[config.mk]
export PLATFORM = sky130hd
export DESIGN_NAME = hbp_port
export DESIGN_NICKNAME = d
export VERILOG_FILES = /design/src/rtl/hbp_pkg.sv /design/src/rtl/hbp_port.sv /design/src/rtl/hbp_sync.sv
export SDC_FILE = /design/constraint.sdc
export NUM_CORES = 1
export LEC_CHECK = 0
export ABC_AREA = 1
export BUFFER_PORTS_ARGS = -buffer_cell sky130_fd_sc_hd__buf_2
export CORE_MARGIN = 4
export CORE_UTILIZATION = 38
export DETAILED_ROUTE_END_ITERATION = 10
export HOLD_SLACK_MARGIN = 0.12
export PLACE_DENSITY = 0.54
export SYNTH_ARGS = -nofsm -noshare
export SYNTH_HDL_FRONTEND = slang
export SYNTH_HIERARCHICAL = 1
export SYNTH_SLANG_ARGS = --single-unit
[constraint.sdc]
create_clock -name clk -period 1.9 [get_ports clk]
set_input_delay 0.095 -clock clk [delete_from_list [all_inputs] [get_ports clk]]
set_output_delay 0.095 -clock clk [all_outputs]
set_load 0.01 [all_outputs]
[src/rtl/hbp_pkg.sv]
// Purpose: Shared types and constants of the host bus port block
// Assumes: Pins arrive asynchronous to clk and pass the synchroniser
// Notes:   Control pin group is packed in a fixed bit order below
package hbp_pkg;

  // ==========================================================
  // Widths
  // ==========================================================
  localparam int HBP_DW   = 8;             // Host data path width
  localparam int HBP_AW   = 8;             // Host address width
  localparam int HBP_BW   = 4;             // Bidirectional port width
  localparam int HBP_CW   = 6;             // Control pin group width

  // ==========================================================
  // Control pin group bit positions
  // ==========================================================
  localparam int HBP_C_GEN  = 5;           // General select, low active
  localparam int HBP_C_SER  = 4;           // Serial select, low active
  localparam int HBP_C_WR   = 3;           // Write strobe or direction
  localparam int HBP_C_STB  = 2;           // Read strobe or data strobe
  localparam int HBP_C_ALE  = 1;           // Address latch enable
  localparam int HBP_C_XRST = 0;           // External reset, high active

  // Idle level of the control group: selects and strobes high
  localparam logic [HBP_CW-1:0] HBP_CTL_IDLE = 6'h3c;
  localparam logic [HBP_DW-1:0] HBP_D_ZERO   = 8'h00;
  localparam logic [HBP_AW-1:0] HBP_A_ZERO   = 8'h00;
  localparam logic [HBP_BW-1:0] HBP_B_ZERO   = 4'h0;

  // ==========================================================
  // Access state machine
  // ==========================================================
  typedef enum logic [1:0] {
    HBP_IDLE  = 2'b00,                     // No access open
    HBP_READ  = 2'b01,                     // Read open, bus driven
    HBP_WRITE = 2'b10                      // Write open, data sampled
  } hbp_state_t;

  // Request toward the internal register sets
  typedef struct packed {
    logic              write;              // 1 write, 0 read
    logic              serial;             // 1 serial set, 0 general
    logic [HBP_AW-1:0] addr;               // Register address
    logic [HBP_DW-1:0] wdata;              // Write data
  } hbp_req_t;

  localparam hbp_req_t HBP_REQ_ZERO = '0;

endpackage

[src/rtl/hbp_port.sv]
// Purpose: Eight-bit host bus port with input, bidir and reset pins
// Assumes: Register sets live outside; read data valid a cycle after req
// Notes:   Strobe convention is a static strap input, not a register
`timescale 1ns/100ps

// What this block does
// - General select opens all non-serial registers
// - Serial select opens serial-controller registers only
// - Separate strobes: write strobe low means write
// - Direction mode: line high read, low write
// - Separate strobes: read strobe low means read
// - Data strobe rising edge ends the access
// - Multiplexed: shared lines carry address then data
// - Drive data bus only while supplying reads
// - Latch transparent while enable high, holds after
// - First access after reset picks bus mode
// - Demultiplexed: address from dedicated address lines
// - Multiplexed: input port sampled at read or data strobe fall
// - Four-pin port, direction set per pin
// - Bidir input pins sampled at read or data strobe fall
// - Interrupt pin pulled low while pending, open drain
// - Reset indication high during any reset
// - External reset high holds the block reset
// - Eight-bit data path, demultiplexed addressing supported
module hbp_port
  import hbp_pkg::*;
(
  input  wire logic              clk,                  // 100 MHz
  input  wire logic              sys_rst,              // Sync reset
  input  wire logic              dir_line_mode,        // Strap: 1 dir+DS
  input  wire logic              general_reg_select_n, // Select, general
  input  wire logic              serial_ctrl_select_n, // Select, serial
  input  wire logic              wr_n_or_dir,          // Write or direction
  input  wire logic              rd_n_or_data_strobe,  // Read or data strobe
  input  wire logic              ale,                  // Address latch en
  input  wire logic [HBP_DW-1:0] shared_addr_data_in,  // Bus pin levels
  output logic      [HBP_DW-1:0] shared_addr_data_out, // Bus drive value
  output logic                   shared_addr_data_oe,  // Bus drive enable
  input  wire logic [HBP_AW-1:0] dedicated_addr_lines, // Address or port
  input  wire logic [HBP_BW-1:0] bidir_port_in,        // Bidir pin levels
  output logic      [HBP_BW-1:0] bidir_port_out,       // Bidir drive value
  output logic      [HBP_BW-1:0] bidir_port_oe,        // Bidir drive enable
  input  wire logic [HBP_BW-1:0] bidir_dir,            // 1 pin is output
  input  wire logic [HBP_BW-1:0] bidir_out_val,        // Output pin values
  output logic      [HBP_AW-1:0] input_port,           // Sampled port
  output logic      [HBP_BW-1:0] bidir_port_sampled,   // Sampled inputs
  input  wire logic              int_pending,          // Interrupt pending
  output logic                   int_n_out,            // Open drain value
  output logic                   int_n_oe,             // Pull low enable
  input  wire logic              ext_reset_in,         // Reset pin
  input  wire logic              por_reset,            // Power-up reset
  input  wire logic              wdt_reset,            // Watchdog reset
  input  wire logic              sw_reset,             // Software reset
  output logic                   reset_indication,     // Any reset active
  output logic                   mux_mode,             // 1 multiplexed
  output logic                   mode_known,           // Mode fixed
  output logic                   req_valid,            // One-cycle request
  output hbp_req_t               req,                  // Request fields
  input  wire logic [HBP_DW-1:0] rd_data               // Read data
);

  // ==========================================================
  // Pin synchronisers
  // ==========================================================
  logic [HBP_CW-1:0] ctl;                  // Filtered control group
  logic [HBP_DW-1:0] ad_s;                 // Filtered shared bus
  logic [HBP_AW-1:0] addr_s;               // Filtered address lines
  logic [HBP_BW-1:0] bid_s;                // Filtered bidir pins

  hbp_sync #(.W(HBP_CW), .RST(HBP_CTL_IDLE)) u_sync_ctl (
    .clk     (clk),
    .sys_rst (sys_rst),
    .pin     ({general_reg_select_n, serial_ctrl_select_n, wr_n_or_dir,
               rd_n_or_data_strobe, ale, ext_reset_in}),
    .level   (ctl)
  );

  // Data-side pins share one synchroniser; each bit still filters alone
  hbp_sync #(.W(HBP_DW + HBP_AW + HBP_BW),
             .RST({HBP_D_ZERO, HBP_A_ZERO, HBP_B_ZERO})) u_sync_dat (
    .clk     (clk),
    .sys_rst (sys_rst),
    .pin     ({shared_addr_data_in, dedicated_addr_lines, bidir_port_in}),
    .level   ({ad_s, addr_s, bid_s})
  );

  // ==========================================================
  // Decode of the filtered pins
  // ==========================================================
  logic blk_rst;                           // Block reset incl. pin
  logic sel_gen;                           // General set selected
  logic sel_ser;                           // Serial set selected
  logic sel_any;                           // Any select low
  logic stb_on;                            // Strobe active
  logic stb_start;                         // Strobe fall, selected
  logic acc_write;                         // Access type is write

  // External reset pin holds the access and pin-driver registers in reset; synchronisers keep running
  assign blk_rst = sys_rst | ctl[HBP_C_XRST];
  assign sel_gen = ~ctl[HBP_C_GEN];
  assign sel_ser = ~ctl[HBP_C_SER];
  assign sel_any = sel_gen | sel_ser;

  // Strobe and type by bus convention
  always_comb begin
    if (dir_line_mode) begin
      stb_on    = ~ctl[HBP_C_STB];
      acc_write = ~ctl[HBP_C_WR];          // High read, low write
    end else begin
      stb_on    = ~ctl[HBP_C_STB] | ~ctl[HBP_C_WR];
      acc_write = ~ctl[HBP_C_WR];          // Write strobe low
    end
  end

  // ==========================================================
  // Access state machine and request
  // ==========================================================
  hbp_state_t state;                       // Access state
  hbp_state_t next_state;
  logic       stb_prev;                    // Strobe one cycle ago
  logic       next_req_valid;
  hbp_req_t   next_req;
  logic       acc_serial;                  // Target of open access
  logic       next_acc_serial;
  logic [HBP_AW-1:0] acc_addr;             // Address of open access
  logic [HBP_AW-1:0] next_acc_addr;
  logic [HBP_AW-1:0] addr_latch;           // Multiplexed address latch
  logic [HBP_AW-1:0] next_addr_latch;
  logic [HBP_DW-1:0] wdata;                // Last sampled write data
  logic [HBP_DW-1:0] next_wdata;
  logic       next_mux_mode;
  logic       next_mode_known;
  logic       ale_seen;                    // Enable pulsed since reset
  logic       next_ale_seen;
  logic       cur_mux;                     // Mode used by this access
  logic [HBP_AW-1:0] cur_addr;             // Address for this access

  // Access starts only on a fresh strobe fall with a select low
  assign stb_start = stb_on & ~stb_prev & sel_any;

  // First access after reset decides the mode; later ones reuse it
  assign cur_mux  = mode_known ? mux_mode
                               : (ale_seen & ~ctl[HBP_C_ALE]);
  assign cur_addr = cur_mux ? addr_latch : addr_s;

  always_comb begin
    next_state      = state;
    next_req_valid  = 1'b0;
    next_req        = req;
    next_acc_serial = acc_serial;
    next_acc_addr   = acc_addr;
    next_wdata      = wdata;
    next_mux_mode   = mux_mode;
    next_mode_known = mode_known;
    next_ale_seen   = ale_seen | ctl[HBP_C_ALE];
    // Latch follows the bus while enable is high, holds otherwise
    next_addr_latch = ctl[HBP_C_ALE] ? ad_s : addr_latch;
    case (state)
      HBP_IDLE: begin
        if (stb_start) begin
          // Mode is fixed by the first access only
          if (!mode_known) begin
            next_mux_mode   = cur_mux;
            next_mode_known = 1'b1;
          end
          next_acc_serial = sel_ser & ~sel_gen;
          next_acc_addr   = cur_addr;
          if (acc_write) begin
            next_state = HBP_WRITE;
          end else begin
            // Reads are requested at once so data can be driven
            next_state     = HBP_READ;
            next_req_valid = 1'b1;
            next_req       = '{write: 1'b0, serial: sel_ser & ~sel_gen,
                               addr: cur_addr, wdata: HBP_D_ZERO};
          end
        end
      end
      HBP_READ: begin
        // Strobe rise ends the read
        if (!stb_on) begin
          next_state = HBP_IDLE;
        end
      end
      HBP_WRITE: begin
        if (stb_on) begin
          // Keep the newest data while the strobe is active
          next_wdata = ad_s;
        end else begin
          // Write commits at the end so data had time to settle
          next_state     = HBP_IDLE;
          next_req_valid = 1'b1;
          next_req       = '{write: 1'b1, serial: acc_serial,
                             addr: acc_addr, wdata: wdata};
        end
      end
      default: begin
        next_state = HBP_IDLE;
      end
    endcase
  end

  // Register access state
  always_ff @(posedge clk) begin
    if (blk_rst) begin
      state      <= HBP_IDLE;
      stb_prev   <= 1'b0;
      req_valid  <= 1'b0;
      req        <= HBP_REQ_ZERO;
      acc_serial <= 1'b0;
      acc_addr   <= HBP_A_ZERO;
      addr_latch <= HBP_A_ZERO;
      wdata      <= HBP_D_ZERO;
      mux_mode   <= 1'b0;
      mode_known <= 1'b0;
      ale_seen   <= 1'b0;
    end else begin
      state      <= next_state;
      stb_prev   <= stb_on;
      req_valid  <= next_req_valid;
      req        <= next_req;
      acc_serial <= next_acc_serial;
      acc_addr   <= next_acc_addr;
      addr_latch <= next_addr_latch;
      wdata      <= next_wdata;
      mux_mode   <= next_mux_mode;
      mode_known <= next_mode_known;
      ale_seen   <= next_ale_seen;
    end
  end

  // ==========================================================
  // Pin drivers and port sampling
  // ==========================================================
  logic [HBP_DW-1:0] next_ad_out;
  logic              next_ad_oe;
  logic [HBP_AW-1:0] next_input_port;
  logic [HBP_BW-1:0] next_bid_sampled;
  logic              any_reset;            // Any reset source active

  assign any_reset = blk_rst | por_reset | wdt_reset | sw_reset;

  always_comb begin
    // Drive only in an open read; enable registers with the state, no lag on release
    next_ad_oe  = (next_state == HBP_READ);
    next_ad_out = next_ad_oe ? rd_data : HBP_D_ZERO;
    next_input_port  = input_port;
    next_bid_sampled = bidir_port_sampled;
    if (stb_start && !ctl[HBP_C_STB]) begin
      // Read or data strobe fall only; address pins are a port when muxed
      if (cur_mux) begin
        next_input_port = addr_s;
      end
      for (int i = 0; i < HBP_BW; i++) begin
        if (!bidir_dir[i]) begin
          next_bid_sampled[i] = bid_s[i];
        end
      end
    end
  end

  // Register pin drivers
  always_ff @(posedge clk) begin
    if (blk_rst) begin
      shared_addr_data_out <= HBP_D_ZERO;
      shared_addr_data_oe  <= 1'b0;
      input_port           <= HBP_A_ZERO;
      bidir_port_sampled   <= HBP_B_ZERO;
      bidir_port_out       <= HBP_B_ZERO;
      bidir_port_oe        <= HBP_B_ZERO;
      int_n_out            <= 1'b0;
      int_n_oe             <= 1'b0;
    end else begin
      shared_addr_data_out <= next_ad_out;
      shared_addr_data_oe  <= next_ad_oe;
      input_port           <= next_input_port;
      bidir_port_sampled   <= next_bid_sampled;
      bidir_port_out       <= bidir_out_val & bidir_dir;
      bidir_port_oe        <= bidir_dir;
      int_n_out            <= 1'b0;
      int_n_oe             <= int_pending;
    end
  end

  // Reset indication must show the pin reset too, so no blk_rst
  always_ff @(posedge clk) begin
    reset_indication <= any_reset;
  end
endmodule

[src/rtl/hbp_sync.sv]
// Purpose: Three-stage pin synchroniser with agreement filter
// Assumes: Input is asynchronous to clk
// Notes:   Output changes only when stages two and three agree
`timescale 1ns/100ps
module hbp_sync #(
  parameter int               W   = 1,     // Group width
  parameter logic [W-1:0]     RST = '0     // Level held during reset
) (
  input  wire logic         clk,           // System clock
  input  wire logic         sys_rst,       // Synchronous reset
  input  wire logic [W-1:0] pin,           // Raw pin levels
  output logic      [W-1:0] level          // Filtered level
);

  // ==========================================================
  // Stages
  // ==========================================================
  logic [W-1:0] st1;                       // Metastable stage, st2 only
  logic [W-1:0] st2;                       // Second stage
  logic [W-1:0] st3;                       // Third stage
  logic [W-1:0] next_level;                // Next filtered level

  // Accept each bit once stages two and three agree
  always_comb begin
    for (int i = 0; i < W; i++) begin
      next_level[i] = (st2[i] == st3[i]) ? st3[i] : level[i];
    end
  end

  // Register stages
  always_ff @(posedge clk) begin
    if (sys_rst) begin
      st1   <= RST;
      st2   <= RST;
      st3   <= RST;
      level <= RST;
    end else begin
      st1   <= pin;
      st2   <= st1;
      st3   <= st2;
      level <= next_level;
    end
  end

endmodule

==> results by stage, run 1 <==
Synthesis:
- Counting flops and latches in the post-synthesis netlist gives ~190.
- The post-synth design cell area is 6490 um^2.
- Yosys attributes the largest share of cell area to sky130_fd_sc_hd__dfxtp_1, sky130_fd_sc_hd__nor2_1, sky130_fd_sc_hd__inv_1.
- The number of instances in the synthesized netlist is 789.
- The number of distinct library cells after synthesis is 30.
- The proportion of synthesized flip-flops having asynchronous set or reset is 0%.
- The count of warnings emitted by yosys is 6.
- Sequential elements use a little under three fifths of the synthesized area.
- For this run, the leading register cell type out of synthesis is sky130_fd_sc_hd__dfxtp_1.
- In this run, synthesis inferred 0 flip-flops with an integrated enable.
- The per-instance average area after synthesis is around 8.2 um^2.
- The number of nets in the synthesized netlist is approximately 840.
- The biggest area contributor in the post-synthesis netlist is sky130_fd_sc_hd__dfxtp_1.
- The portion of synthesized cell area occupied by the leading cell type is 57.1%.

Final layout:
- The footprint of the multi-input gates is 2100 um^2.
- The area growth from synthesis to layout is 28.2%.
- The count of filler cells inserted in the layout is about 1,600.
- The sequential cell area is 3700 um^2.
- The number of nets in the finished design is approximately 1,000.
- The post-route netlist has between 20% and 30% of its cells at a drive strength greater than 1.
- The number of antenna diodes in the final layout is 0.
- The finished layout holds around 1,200 standard cells, fillers aside.

Setup path:
- The nature of the critical path startpoint is a flop.
- The critical path contains buffers and inverters numbering 2 combined.
- The critical-path cell with the highest stage delay is sky130_fd_sc_hd__dfxtp_1.
- The arrival time of data at the critical path endpoint is about 1.9 ns.
- On the worst path, the slowest cell contributes a delay of about 0.33 ns.
- The endpoint kind of the worst setup timing path is a flop.
- The critical setup path kind is flop to flop.
- Among cell families on the critical path, the largest total delay comes from simple AND/OR/NAND/NOR gates.
- Walking the worst path, the cells encountered are inv_1 -> ha_1 -> inv_1 -> nor2_1 -> nor2_4 -> nand2_4 -> nand2_1 -> nand2_1 -> nor2_1.
- Along the worst path, the maximum fanout reaches 26.
- For the worst setup path, the data required time is roughly 2.2 ns.

Pwr:
- IR analysis of the VDD net gives a maximum drop of 0.000680 V.
- The combinational share of power is under 10%.
- The switching power total is between 1.5 and 2 mW.
- Net switching is about a fifth of the power.
- In this run the static leakage power is 3.85 nW.
- Of the total power, registers draw between 40% and 50%.
- The internal power of the cells is about 6.4 mW.
- The power density normalized to cell area is 968 nW/um^2.
- Per report_power, the clock group accounts for 46.4% of the total.

Place:
- In this run the tool buffered the top-level ports with 100 buffer cells.
- The number of placed instances, taps included, is approximately 1,100.
- The congestion estimate from routability-driven global placement came to 0.781.
- Detailed placement ended at an HPWL of just under 9000 um.

CTS:
- The insertion delay to the later sink of the worst-skew pair is roughly 0.43 ns.
- The clock tree from TritonCTS is yes.
- After clock tree synthesis, the clock-pin slew on the worst setup and hold paths is around 0.07 ns.
- The number of sinks on the clock net is 185.
- The clock tree synthesis step divided the H-tree into 4 levels.
- The buffer count from post-CTS setup fixing is 0.
- The total clock buffers created by CTS is 17.
- No sink is reached through more buffers than the 2 on the longest clock path.
- The root buffer cell chosen for the clock tree is sky130_fd_sc_hd__clkbuf_16.

Global routing:
- Global routing finished with a remaining overflow of 0.
- The number of global-route vias before repair is between 4,000 and 5,000.
- The number of antenna violations at the first check in global routing is 0.
- Global routing used between 10% and 20% of the available tracks across all layers.
- Entering global routing, the biggest net connects 54 pins.
- The wire length of the first global-routing pass is between 20,000 and 25,000 um.

Detailed routing:
- Dividing the detail-routed wire length by the instance count gives 11.0 um.
- Summed over all layers, the routed wires come to ~13,000 um.
- The first-pass iteration count of the detailed router is 4.
- The detailed router finished its first iteration with 228 violations.
- Dividing the detail-routed via count by the number of cells gives between 4 and 5.
- After detailed routing, the number of remaining DRC violations is 0.
- The number of routed nets with antenna violations is 0.
- Summing over every cut layer, the via total after detailed routing is between 4,000 and 5,000.

Floorplan:
- The number of rows created at floorplan is 47.
- The effective utilization at floorplan is about two fifths.
- The die is 139 um tall.
- The total die area is 19,200 um^2.
- The number of top-level pins is around 100.
- The width of the die is ~140 um.
- The core region is around 17,000 um^2.

Hold path:
- The worst min-delay path class is input pin to flop.

Timing:
- The number of max-slew violations in the final report is 0.
- The worst path needs 1.56 ns of the cycle, external delays included.
- Setup repair after global routing left no endpoint under its margin.
- The number of hold violations in the final report is 0.
- The setup clock skew after layout is 0.00780 ns.
- Derived from the worst setup path, the maximum achievable clock frequency is 0.641 GHz.
- The worst pin sits at a relative slew slack of about 63%.
- Adding up every negative setup slack in the final design gives 0 ns.
- The worst hold margin is roughly 0.14 ns.
- Setup violations remaining at the end of the flow were counted as 0.
- The slew at the pin closest to its max-slew limit is 0.556 ns.
- Of the available clock period, the critical path in the final layout requires 82.1%.

Run:
- The max-cap violation count is 0.

Run status:
- The run finished with clean final reports.
==> path summary, 6_finish.rpt <==
check,to,depth (start not counted),from,slack (ns)
min reg2reg,u_sync_dat/st2[4]$_SDFF_PP0_,2,u_sync_dat/st1[4]$_SDFF_PP0_,0.40
min,req[5]$_SDFFE_PP0P_,3,sys_rst,0.14
max reg2reg,req[8]$_SDFFE_PP0P_,9,state[0]$_SDFF_PP0_,0.34
max,req[8]$_SDFFE_PP0P_,9,state[0]$_SDFF_PP0_,0.34
==> cell usage in the layout, fill, tap and decap left out, types with 3 or more instances in the layout <==
master,count
sky130_fd_sc_hd__dfxtp_1,185
sky130_fd_sc_hd__nor2_1,158
sky130_fd_sc_hd__inv_1,130
sky130_fd_sc_hd__nand2_1,102
sky130_fd_sc_hd__buf_2,100
sky130_fd_sc_hd__a21oi_1,57
sky130_fd_sc_hd__dlygate4sd3_1,50
sky130_fd_sc_hd__o21ai_0,36
sky130_fd_sc_hd__nand3_1,25
sky130_fd_sc_hd__o21ai_2,21
sky130_fd_sc_hd__nor2_2,21
sky130_fd_sc_hd__clkbuf_16,17
sky130_fd_sc_hd__buf_4,13
sky130_fd_sc_hd__or2_1,8
sky130_fd_sc_hd__inv_6,5
sky130_fd_sc_hd__bufinv_16,4
sky130_fd_sc_hd__nor2_4,3
sky130_fd_sc_hd__ha_1,3
==> flip-flops by register name (all words and copies together), names as in the netlist, 2 cells and up <==
name	flops
u_sync_ctl/st3	6
wdata	8
u_sync_dat/st3	20
state	2
bidir_port_sampled	4
input_port	8
u_sync_ctl/st2	6
bidir_port_out	4
u_sync_dat/level	20
acc_addr	8
u_sync_dat/st2	20
req	18
addr_latch	8
u_sync_dat/st1	20
bidir_port_oe	4
u_sync_ctl/st1	6
u_sync_ctl/level	6
shared_addr_data_out	8
==> cell families after synthesis <==
kind of cell | count (synthesis) | synth area share [%]
adder cells (fa/ha/maj) | 3 | 0.579
AO/OA/AOI/OAI | 120 | 10.8
AND/OR/NAND/NOR | 323 | 21.0
flip-flops | 185 | 57.1
other | 1 | 0.0578
buffers and inverters | 157 | 10.5
==> cells in the mapped netlist (3+ instances only) <==
cell type / n
sky130_fd_sc_hd__nand2_1: 102
sky130_fd_sc_hd__or2_1: 8
sky130_fd_sc_hd__clkbuf_1: 7
sky130_fd_sc_hd__dfxtp_1: 185
sky130_fd_sc_hd__buf_2: 9
sky130_fd_sc_hd__buf_6: 5
sky130_fd_sc_hd__a21oi_1: 57
sky130_fd_sc_hd__nand3_1: 25
sky130_fd_sc_hd__ha_1: 3
sky130_fd_sc_hd__inv_1: 130
sky130_fd_sc_hd__nor2_2: 21
sky130_fd_sc_hd__o21ai_2: 21
sky130_fd_sc_hd__nor2_4: 3
sky130_fd_sc_hd__nor2_1: 158
sky130_fd_sc_hd__o21ai_0: 36
==> area by class of cell <==
class / count / share of cell area (%)
Clock buffer: 19 / 5.33
Multi-Input combinational cell: 447 / 25.3
Timing Repair Buffer: 163 / 13.2
Sequential cell: 185 / 44.5
Tap cell: 220 / 3.31
Inverter: 132 / 6.02
Clock inverter: 13 / 2.29
==> power by group through the flow <==
stage	sequential (mW)	clock, mW	combinational (mW)
after floorplan	4.08	0	0.168
after global placement	4.08	0	0.251
after detailed placement	4.08	0	0.252
after CTS	3.99	3.85	0.330
after global routing	4.00	4.00	0.373
final	3.99	3.73	0.328
==> per-stage QoR <==
stage / instance area [um^2] / utilization, % / setup WS, ns / total power, mW
after global routing: 8320 / 50.0 / 0.151 / 8.37
after floorplan: 6490 / - / 0.421 / 4.24
final: 8320 / 50.0 / 0.340 / 8.05
after CTS: 8320 / 50.0 / 0.319 / 8.17
after detailed placement: 7180 / 43.2 / 0.340 / 4.33
after global placement: 7180 / 43.2 / 0.365 / 4.33
==> worst reg2reg max path: stages, from the launching register on <==
cell	delay (ns)
sky130_fd_sc_hd__dfxtp_1	0.33
sky130_fd_sc_hd__inv_1	0.10
sky130_fd_sc_hd__ha_1	0.26
sky130_fd_sc_hd__inv_1	0.08
sky130_fd_sc_hd__nor2_1	0.19
sky130_fd_sc_hd__nor2_4	0.07
sky130_fd_sc_hd__nand2_4	0.23
sky130_fd_sc_hd__nand2_1	0.09
sky130_fd_sc_hd__nand2_1	0.07
sky130_fd_sc_hd__nor2_1	0.04
==> repair_timing <==
item	CTS	global route
gates resized for setup	0	0
endpoints found under the hold margin	51	0
endpoints found under the setup margin	0	0
hold buffers	50	0
==> layer usage <==
| layer | global-route usage (%) | routed length [um] | part of all wire (%) |
|---|---|---|---|
| met1 | 18.7 | 6390 | 49 |
| met2 | 21.5 | 5830 | 45 |
| met4 | 6.28 | 280 | 2.2 |
| met5 | 0 | 0 | 0 |
| met3 | 3.21 | 425 | 3.3 |
Note: power is estimated with default switching activity, not from simulation.
==> run 2: changes to the inputs <==
--- a/config.mk
+++ b/config.mk
@@ -5,13 +5,13 @@
 export SDC_FILE = /design/constraint.sdc
 export NUM_CORES = 1
 export LEC_CHECK = 0
-export ABC_AREA = 1
+export ABC_AREA = 0
 export BUFFER_PORTS_ARGS = -buffer_cell sky130_fd_sc_hd__buf_2
 export CORE_MARGIN = 4
 export CORE_UTILIZATION = 38
 export DETAILED_ROUTE_END_ITERATION = 10
 export HOLD_SLACK_MARGIN = 0.12
-export PLACE_DENSITY = 0.54
+export PLACE_DENSITY = 0.56
 export SYNTH_ARGS = -nofsm -noshare
 export SYNTH_HDL_FRONTEND = slang
 export SYNTH_HIERARCHICAL = 1
==> constraint.sdc (replaced) <==
create_clock -name clk -period 1.32 [get_ports clk]
set_input_delay 0.066 -clock clk [delete_from_list [all_inputs] [get_ports clk]]
set_output_delay 0.066 -clock clk [all_outputs]
set_load 0.01 [all_outputs]
==> results by stage, run 2 <==
Run status:
- Run status: finished, violations left (was finished clean).
- The final reports fail on negative setup slack.

Pwr:
- The total power draw came to 11.2 mW (was 8.05 mW).
- The power density normalized to cell area is 1180 nW/um^2 (was 968 nW/um^2).
- The combinational share of power is 4.9% (was 4.1%).
- The maximum VDD drop is 0.000902 V (was 0.000680 V).
- The share of total power in sequential cells is 51.0% (was 49.6%).
- The internal power of the cells was 8.69 mW (was 6.38 mW).
- The leakage power total was 3.85 nW (about the same).
- The switching power total was 2.54 mW (was 1.67 mW).
- The switching part of the total power came to 22.6% (was 20.8%).
- The clock power share is 44.1% (was 46.4%).

Synthesis:
- The part of the Yosys area used for sequential elements was 55.4% (was 57.1%).
- The number of distinct library cells after synthesis is 50 (was 30).
- The portion of synthesized cell area occupied by the leading cell type came to 55.4% (was 57.1%).
- The post-synth design cell area is 6680 um^2 (was 6490 um^2).
- The count of warnings emitted by yosys came to 6 (unchanged).
- The number of synthesized flops with an enable pin is 0 (unchanged).
- The top cell type by total area after synthesis is sky130_fd_sc_hd__dfxtp_1 (unchanged).
- The synthesized net count is 660 (was 841).
- The number of instances in the synthesized netlist is 608 (was 789).
- Top post-synthesis cells by area: sky130_fd_sc_hd__dfxtp_1, sky130_fd_sc_hd__nor2b_4, sky130_fd_sc_hd__nor2b_2 (was sky130_fd_sc_hd__dfxtp_1, sky130_fd_sc_hd__nor2_1, sky130_fd_sc_hd__inv_1).
- The per-instance average area after synthesis came to 11.0 um^2 (was 8.22 um^2).
- The most used flip-flop cell after synthesis is sky130_fd_sc_hd__dfxtp_1 (unchanged).
- The flop and latch count out of synthesis is 185 (unchanged).
- The proportion of synthesized flip-flops having asynchronous set or reset was 0% (unchanged).
- Most instantiated cells after synthesis: sky130_fd_sc_hd__dfxtp_1, sky130_fd_sc_hd__nor2_1, sky130_fd_sc_hd__a21oi_1, sky130_fd_sc_hd__nand2_1 (was sky130_fd_sc_hd__dfxtp_1, sky130_fd_sc_hd__nor2_1, sky130_fd_sc_hd__inv_1, sky130_fd_sc_hd__nand2_1, sky130_fd_sc_hd__a21oi_1).
- The most common cell in the netlist is sky130_fd_sc_hd__dfxtp_1 (unchanged).

Final layout:
- The sequential cell area is 3720 um^2 (was 3700 um^2).
- The area added between synthesis and finish is 41.9% (was 28.2%).
- The post-route core utilization is 55.0% (was 50.0%).
- The commonest non-fill, non-tap cell in the layout is sky130_fd_sc_hd__dfxtp_1 (unchanged).
- The fraction of layout instances using a drive strength above 1 is 45.2% (was 20.9%).
- The count of filler cells inserted in the layout is 1,452 (was 1,626).
- The number of antenna cells inserted is 0 (unchanged).
- The number of nets in the finished design came to 857 (was 998).
- Leading cell types in the layout, fill and taps excluded: sky130_fd_sc_hd__dfxtp_1, sky130_fd_sc_hd__buf_2, sky130_fd_sc_hd__dlygate4sd3_1 (was sky130_fd_sc_hd__dfxtp_1, sky130_fd_sc_hd__nor2_1, sky130_fd_sc_hd__inv_1).
- The footprint of the multi-input gates is 3180 um^2 (was 2100 um^2).

Setup path:
- The worst path required time was 1.65 ns (was 2.22 ns).
- The depth of the worst register-to-register path was 8 (was 9).
- The minimum setup slack among reg-to-reg paths came to -0.21 ns (was 0.34 ns).
- The launch point of the critical path is state[1]$_SDFF_PP0_ (was state[0]$_SDFF_PP0_).
- The endpoint of the lowest-slack register-to-register path was req[14]$_SDFFE_PP0P_ (was req[8]$_SDFFE_PP0P_).
- The cell occurring most often along the worst timing path is sky130_fd_sc_hd__buf_12.
- The critical-path cell with the highest stage delay is sky130_fd_sc_hd__dfxtp_4 (was sky130_fd_sc_hd__dfxtp_1).
- The critical setup path kind is flop to flop (unchanged).
- The arrival time of data at the critical path endpoint is 1.87 ns (was 1.88 ns).
- The endpoint kind of the worst setup timing path is a flop (unchanged).
- The maximum fanout count along the critical path is 8 (was 26).
- The biggest cell delay along the critical path is 0.38 ns (was 0.33 ns).
- Crit path cell chain: inv_4 -> ha_4 -> and3b_2 -> a32oi_4 -> buf_12 -> buf_12 -> nand3_2 -> o41ai_2 (was inv_1 -> ha_1 -> inv_1 -> nor2_1 -> nor2_4 -> nand2_4 -> nand2_1 -> nand2_1 -> nor2_1).
- The startpoint of the most critical register-to-register path is state[1]$_SDFF_PP0_ (was state[0]$_SDFF_PP0_).
- The nature of the critical path startpoint was a flop (unchanged).

Hold path:
- The end point of the most critical hold path is stb_prev$_SDFF_PP0_ (was req[5]$_SDFFE_PP0P_).
- The number of cells on the worst hold path is 4 (was 3).
- The source of the worst hold timing path is dir_line_mode (was sys_rst).
- The worst min-delay path class is input pin to flop (unchanged).

CTS:
- The insertion delay to the later sink of the worst-skew pair is 0.43 ns (about the same).
- The maximum number of buffers from clock root to sink was 2 (unchanged).
- The clock tree from TritonCTS was yes (unchanged).
- The total clock buffers created by CTS was 17 (unchanged).
- The H-tree depth reported by CTS is 4 (unchanged).
- The root buffer selected by CTS is sky130_fd_sc_hd__clkbuf_16 (unchanged).
- The number of sinks on the clock net is 185 (unchanged).
- The clock transition at the registers of the reported paths is 0.07 ns (about the same).

Global routing:
- The wire length of the first global-routing pass was 24,400 um (was 22,100 um).
- The total grt overflow is 0 (unchanged).
- The pin count of the biggest net entering global routing is 55 (was 54).
- The number of global-route vias before repair is 4,966 (was 4,531).
- The number of antenna violations at the first check in global routing came to 0 (unchanged).
- The all-layer global routing usage came to 15.2% (was 13.9%).

Place:
- The estimated wirelength of the detail-placed design is 9480 um (was 8810 um).
- The final weighted congestion of routability-driven global placement is 0.747 (was 0.781).
- The number of buffers inserted by port buffering came to 100 (unchanged).
- The post-placement worst setup slack is -0.318 ns (was 0.340 ns).

Timing:
- The number of hold violations in the final report is 0 (unchanged).
- The total of endpoints with negative setup slack in the final report is 47 (was 0).
- The final clock period utilization by the worst path is 116% (was 82.1%).
- The final critical delay including setup and external delays came to 1.53 ns (was 1.56 ns).
- The maximum clock rate is 0.652 GHz (was 0.641 GHz).
- The final worst-path setup slack came to -0.215 ns (was 0.340 ns).
- The setup TNS is -5.12 ns (was 0 ns).
- Setup repair after global routing missed its margin: yes (was no).
- The setup clock skew after layout is 0.00754 ns (was 0.00780 ns).
- The number of max-slew violations in the final report is 0 (unchanged).

Floorplan:
- The placeable core region was 17,200 um^2 (was 16,600 um^2).
- The effective utilization at floorplan was 38.8% (was 39.0%).
- The number of rows created at floorplan came to 48 (was 47).
- The total die area was 19,800 um^2 (was 19,200 um^2).
- The number of top-level pins was 102 (unchanged).
- The width of the die is 141 um (was 139 um).
- The die span in y is 141 um (was 139 um).

Detailed routing:
- The vias per cell is 4.78 (was 4.18).
- The number of routed nets with antenna violations is 0 (unchanged).
- The via count is 4,983 (was 4,934).
- The average wire length per cell after detail routing is 14.9 um (was 11.0 um).
- The routed wire length is 15,600 um (was 12,900 um).
- The number of DRC markers after the initial detailed-route iteration is 186 (was 228).
- The first-pass iteration count of the detailed router was 4 (unchanged).
- The count of unresolved DRC violations after routing is 0 (unchanged).

Run:
- The max-cap violation count is 0 (unchanged).
run 2: routing by layer:
metal	global-route usage [%]	vias to the layer above	part of all wire, %
met5	0	-	0
met1	19.8	2359	46
met3	3.66	30	5.0
met4	5.76	0	2.1
li1	-	2470	-
met2	24.6	124	47
run 2: repair_timing:
action / 4_1_cts / 5_1_grt
buffers inserted: 14 / 6
endpoints found under the setup margin: 57 / 70
pin swaps: 27 / 30
hold endpoints to repair: 64 / 0
resized for setup: 67 / 61
cloned: 6 / 4
hold buffers: 47 / 0
run 2: worst max-delay path: cells and delay by family, from the launching register on:
kind | cells | cell delay (ns)
DFF | 1 | 0.38
buffers and inverters | 3 | 0.34
and+or+nand+nor | 2 | 0.31
AOI/OAI and AO/OA | 2 | 0.24
adders and majority gates | 1 | 0.16
run 2: metrics by stage:
step,instances,hold WS [ns],area (um^2)
floorplan,608,0.163,6760
global placement,935,0.244,7540
detailed placement,935,0.247,7540
CTS,1034,0.188,9050
global route,1043,0.235,9480
finish,1043,0.212,9480
run 2: worst max path at each step:
stage                                               to  slack [ns]  cells after the start
floorplan                         req[10]$_SDFFE_PP0P_       -0.13                      7
global placement                  req[10]$_SDFFE_PP0P_       -0.19                      5
detailed placement                req[15]$_SDFFE_PP0P_       -0.32                      5
CTS                 shared_addr_data_out[6]$_SDFF_PP0_       -0.23                      8
global route                      req[14]$_SDFFE_PP0P_       -0.27                      8
finish                            req[14]$_SDFFE_PP0P_       -0.21                      8
run 2: layout make-up:
type	count	area share, %
Clock inverter	14	1.48
Multi-Input combinational cell	382	33.5
Tap cell	225	2.97
Timing Repair Buffer	208	17.7
Sequential cell	185	39.2
Clock buffer	18	4.63
Inverter	11	0.488
run 2: power groups by stage:
stage               clock (mW)  sequential [mW]  combinational [mW]
floorplan                    0             5.86               0.304
global route              5.29             5.74               0.600
CTS                       5.07             5.73               0.528
global placement             0             5.86               0.396
finish                    4.95             5.73               0.552
detailed placement           0             5.86               0.402
run 2: cell families (layout without fill, tap and decap cells):
kind of cell / after synthesis / count (layout) / share of synthesized area [%]
flip-flops: 185 / 185 / 55.4
buffers and inverters: 45 / 251 / 5.30
AO/OA/AOI/OAI: 132 / 132 / 13.6
AND/OR/NAND/NOR: 226 / 230 / 22.6
other: 1 / 1 / 0.0561
adder cells (fa/ha/maj): 3 / 3 / 0.562
multiplexers: 16 / 16 / 2.40
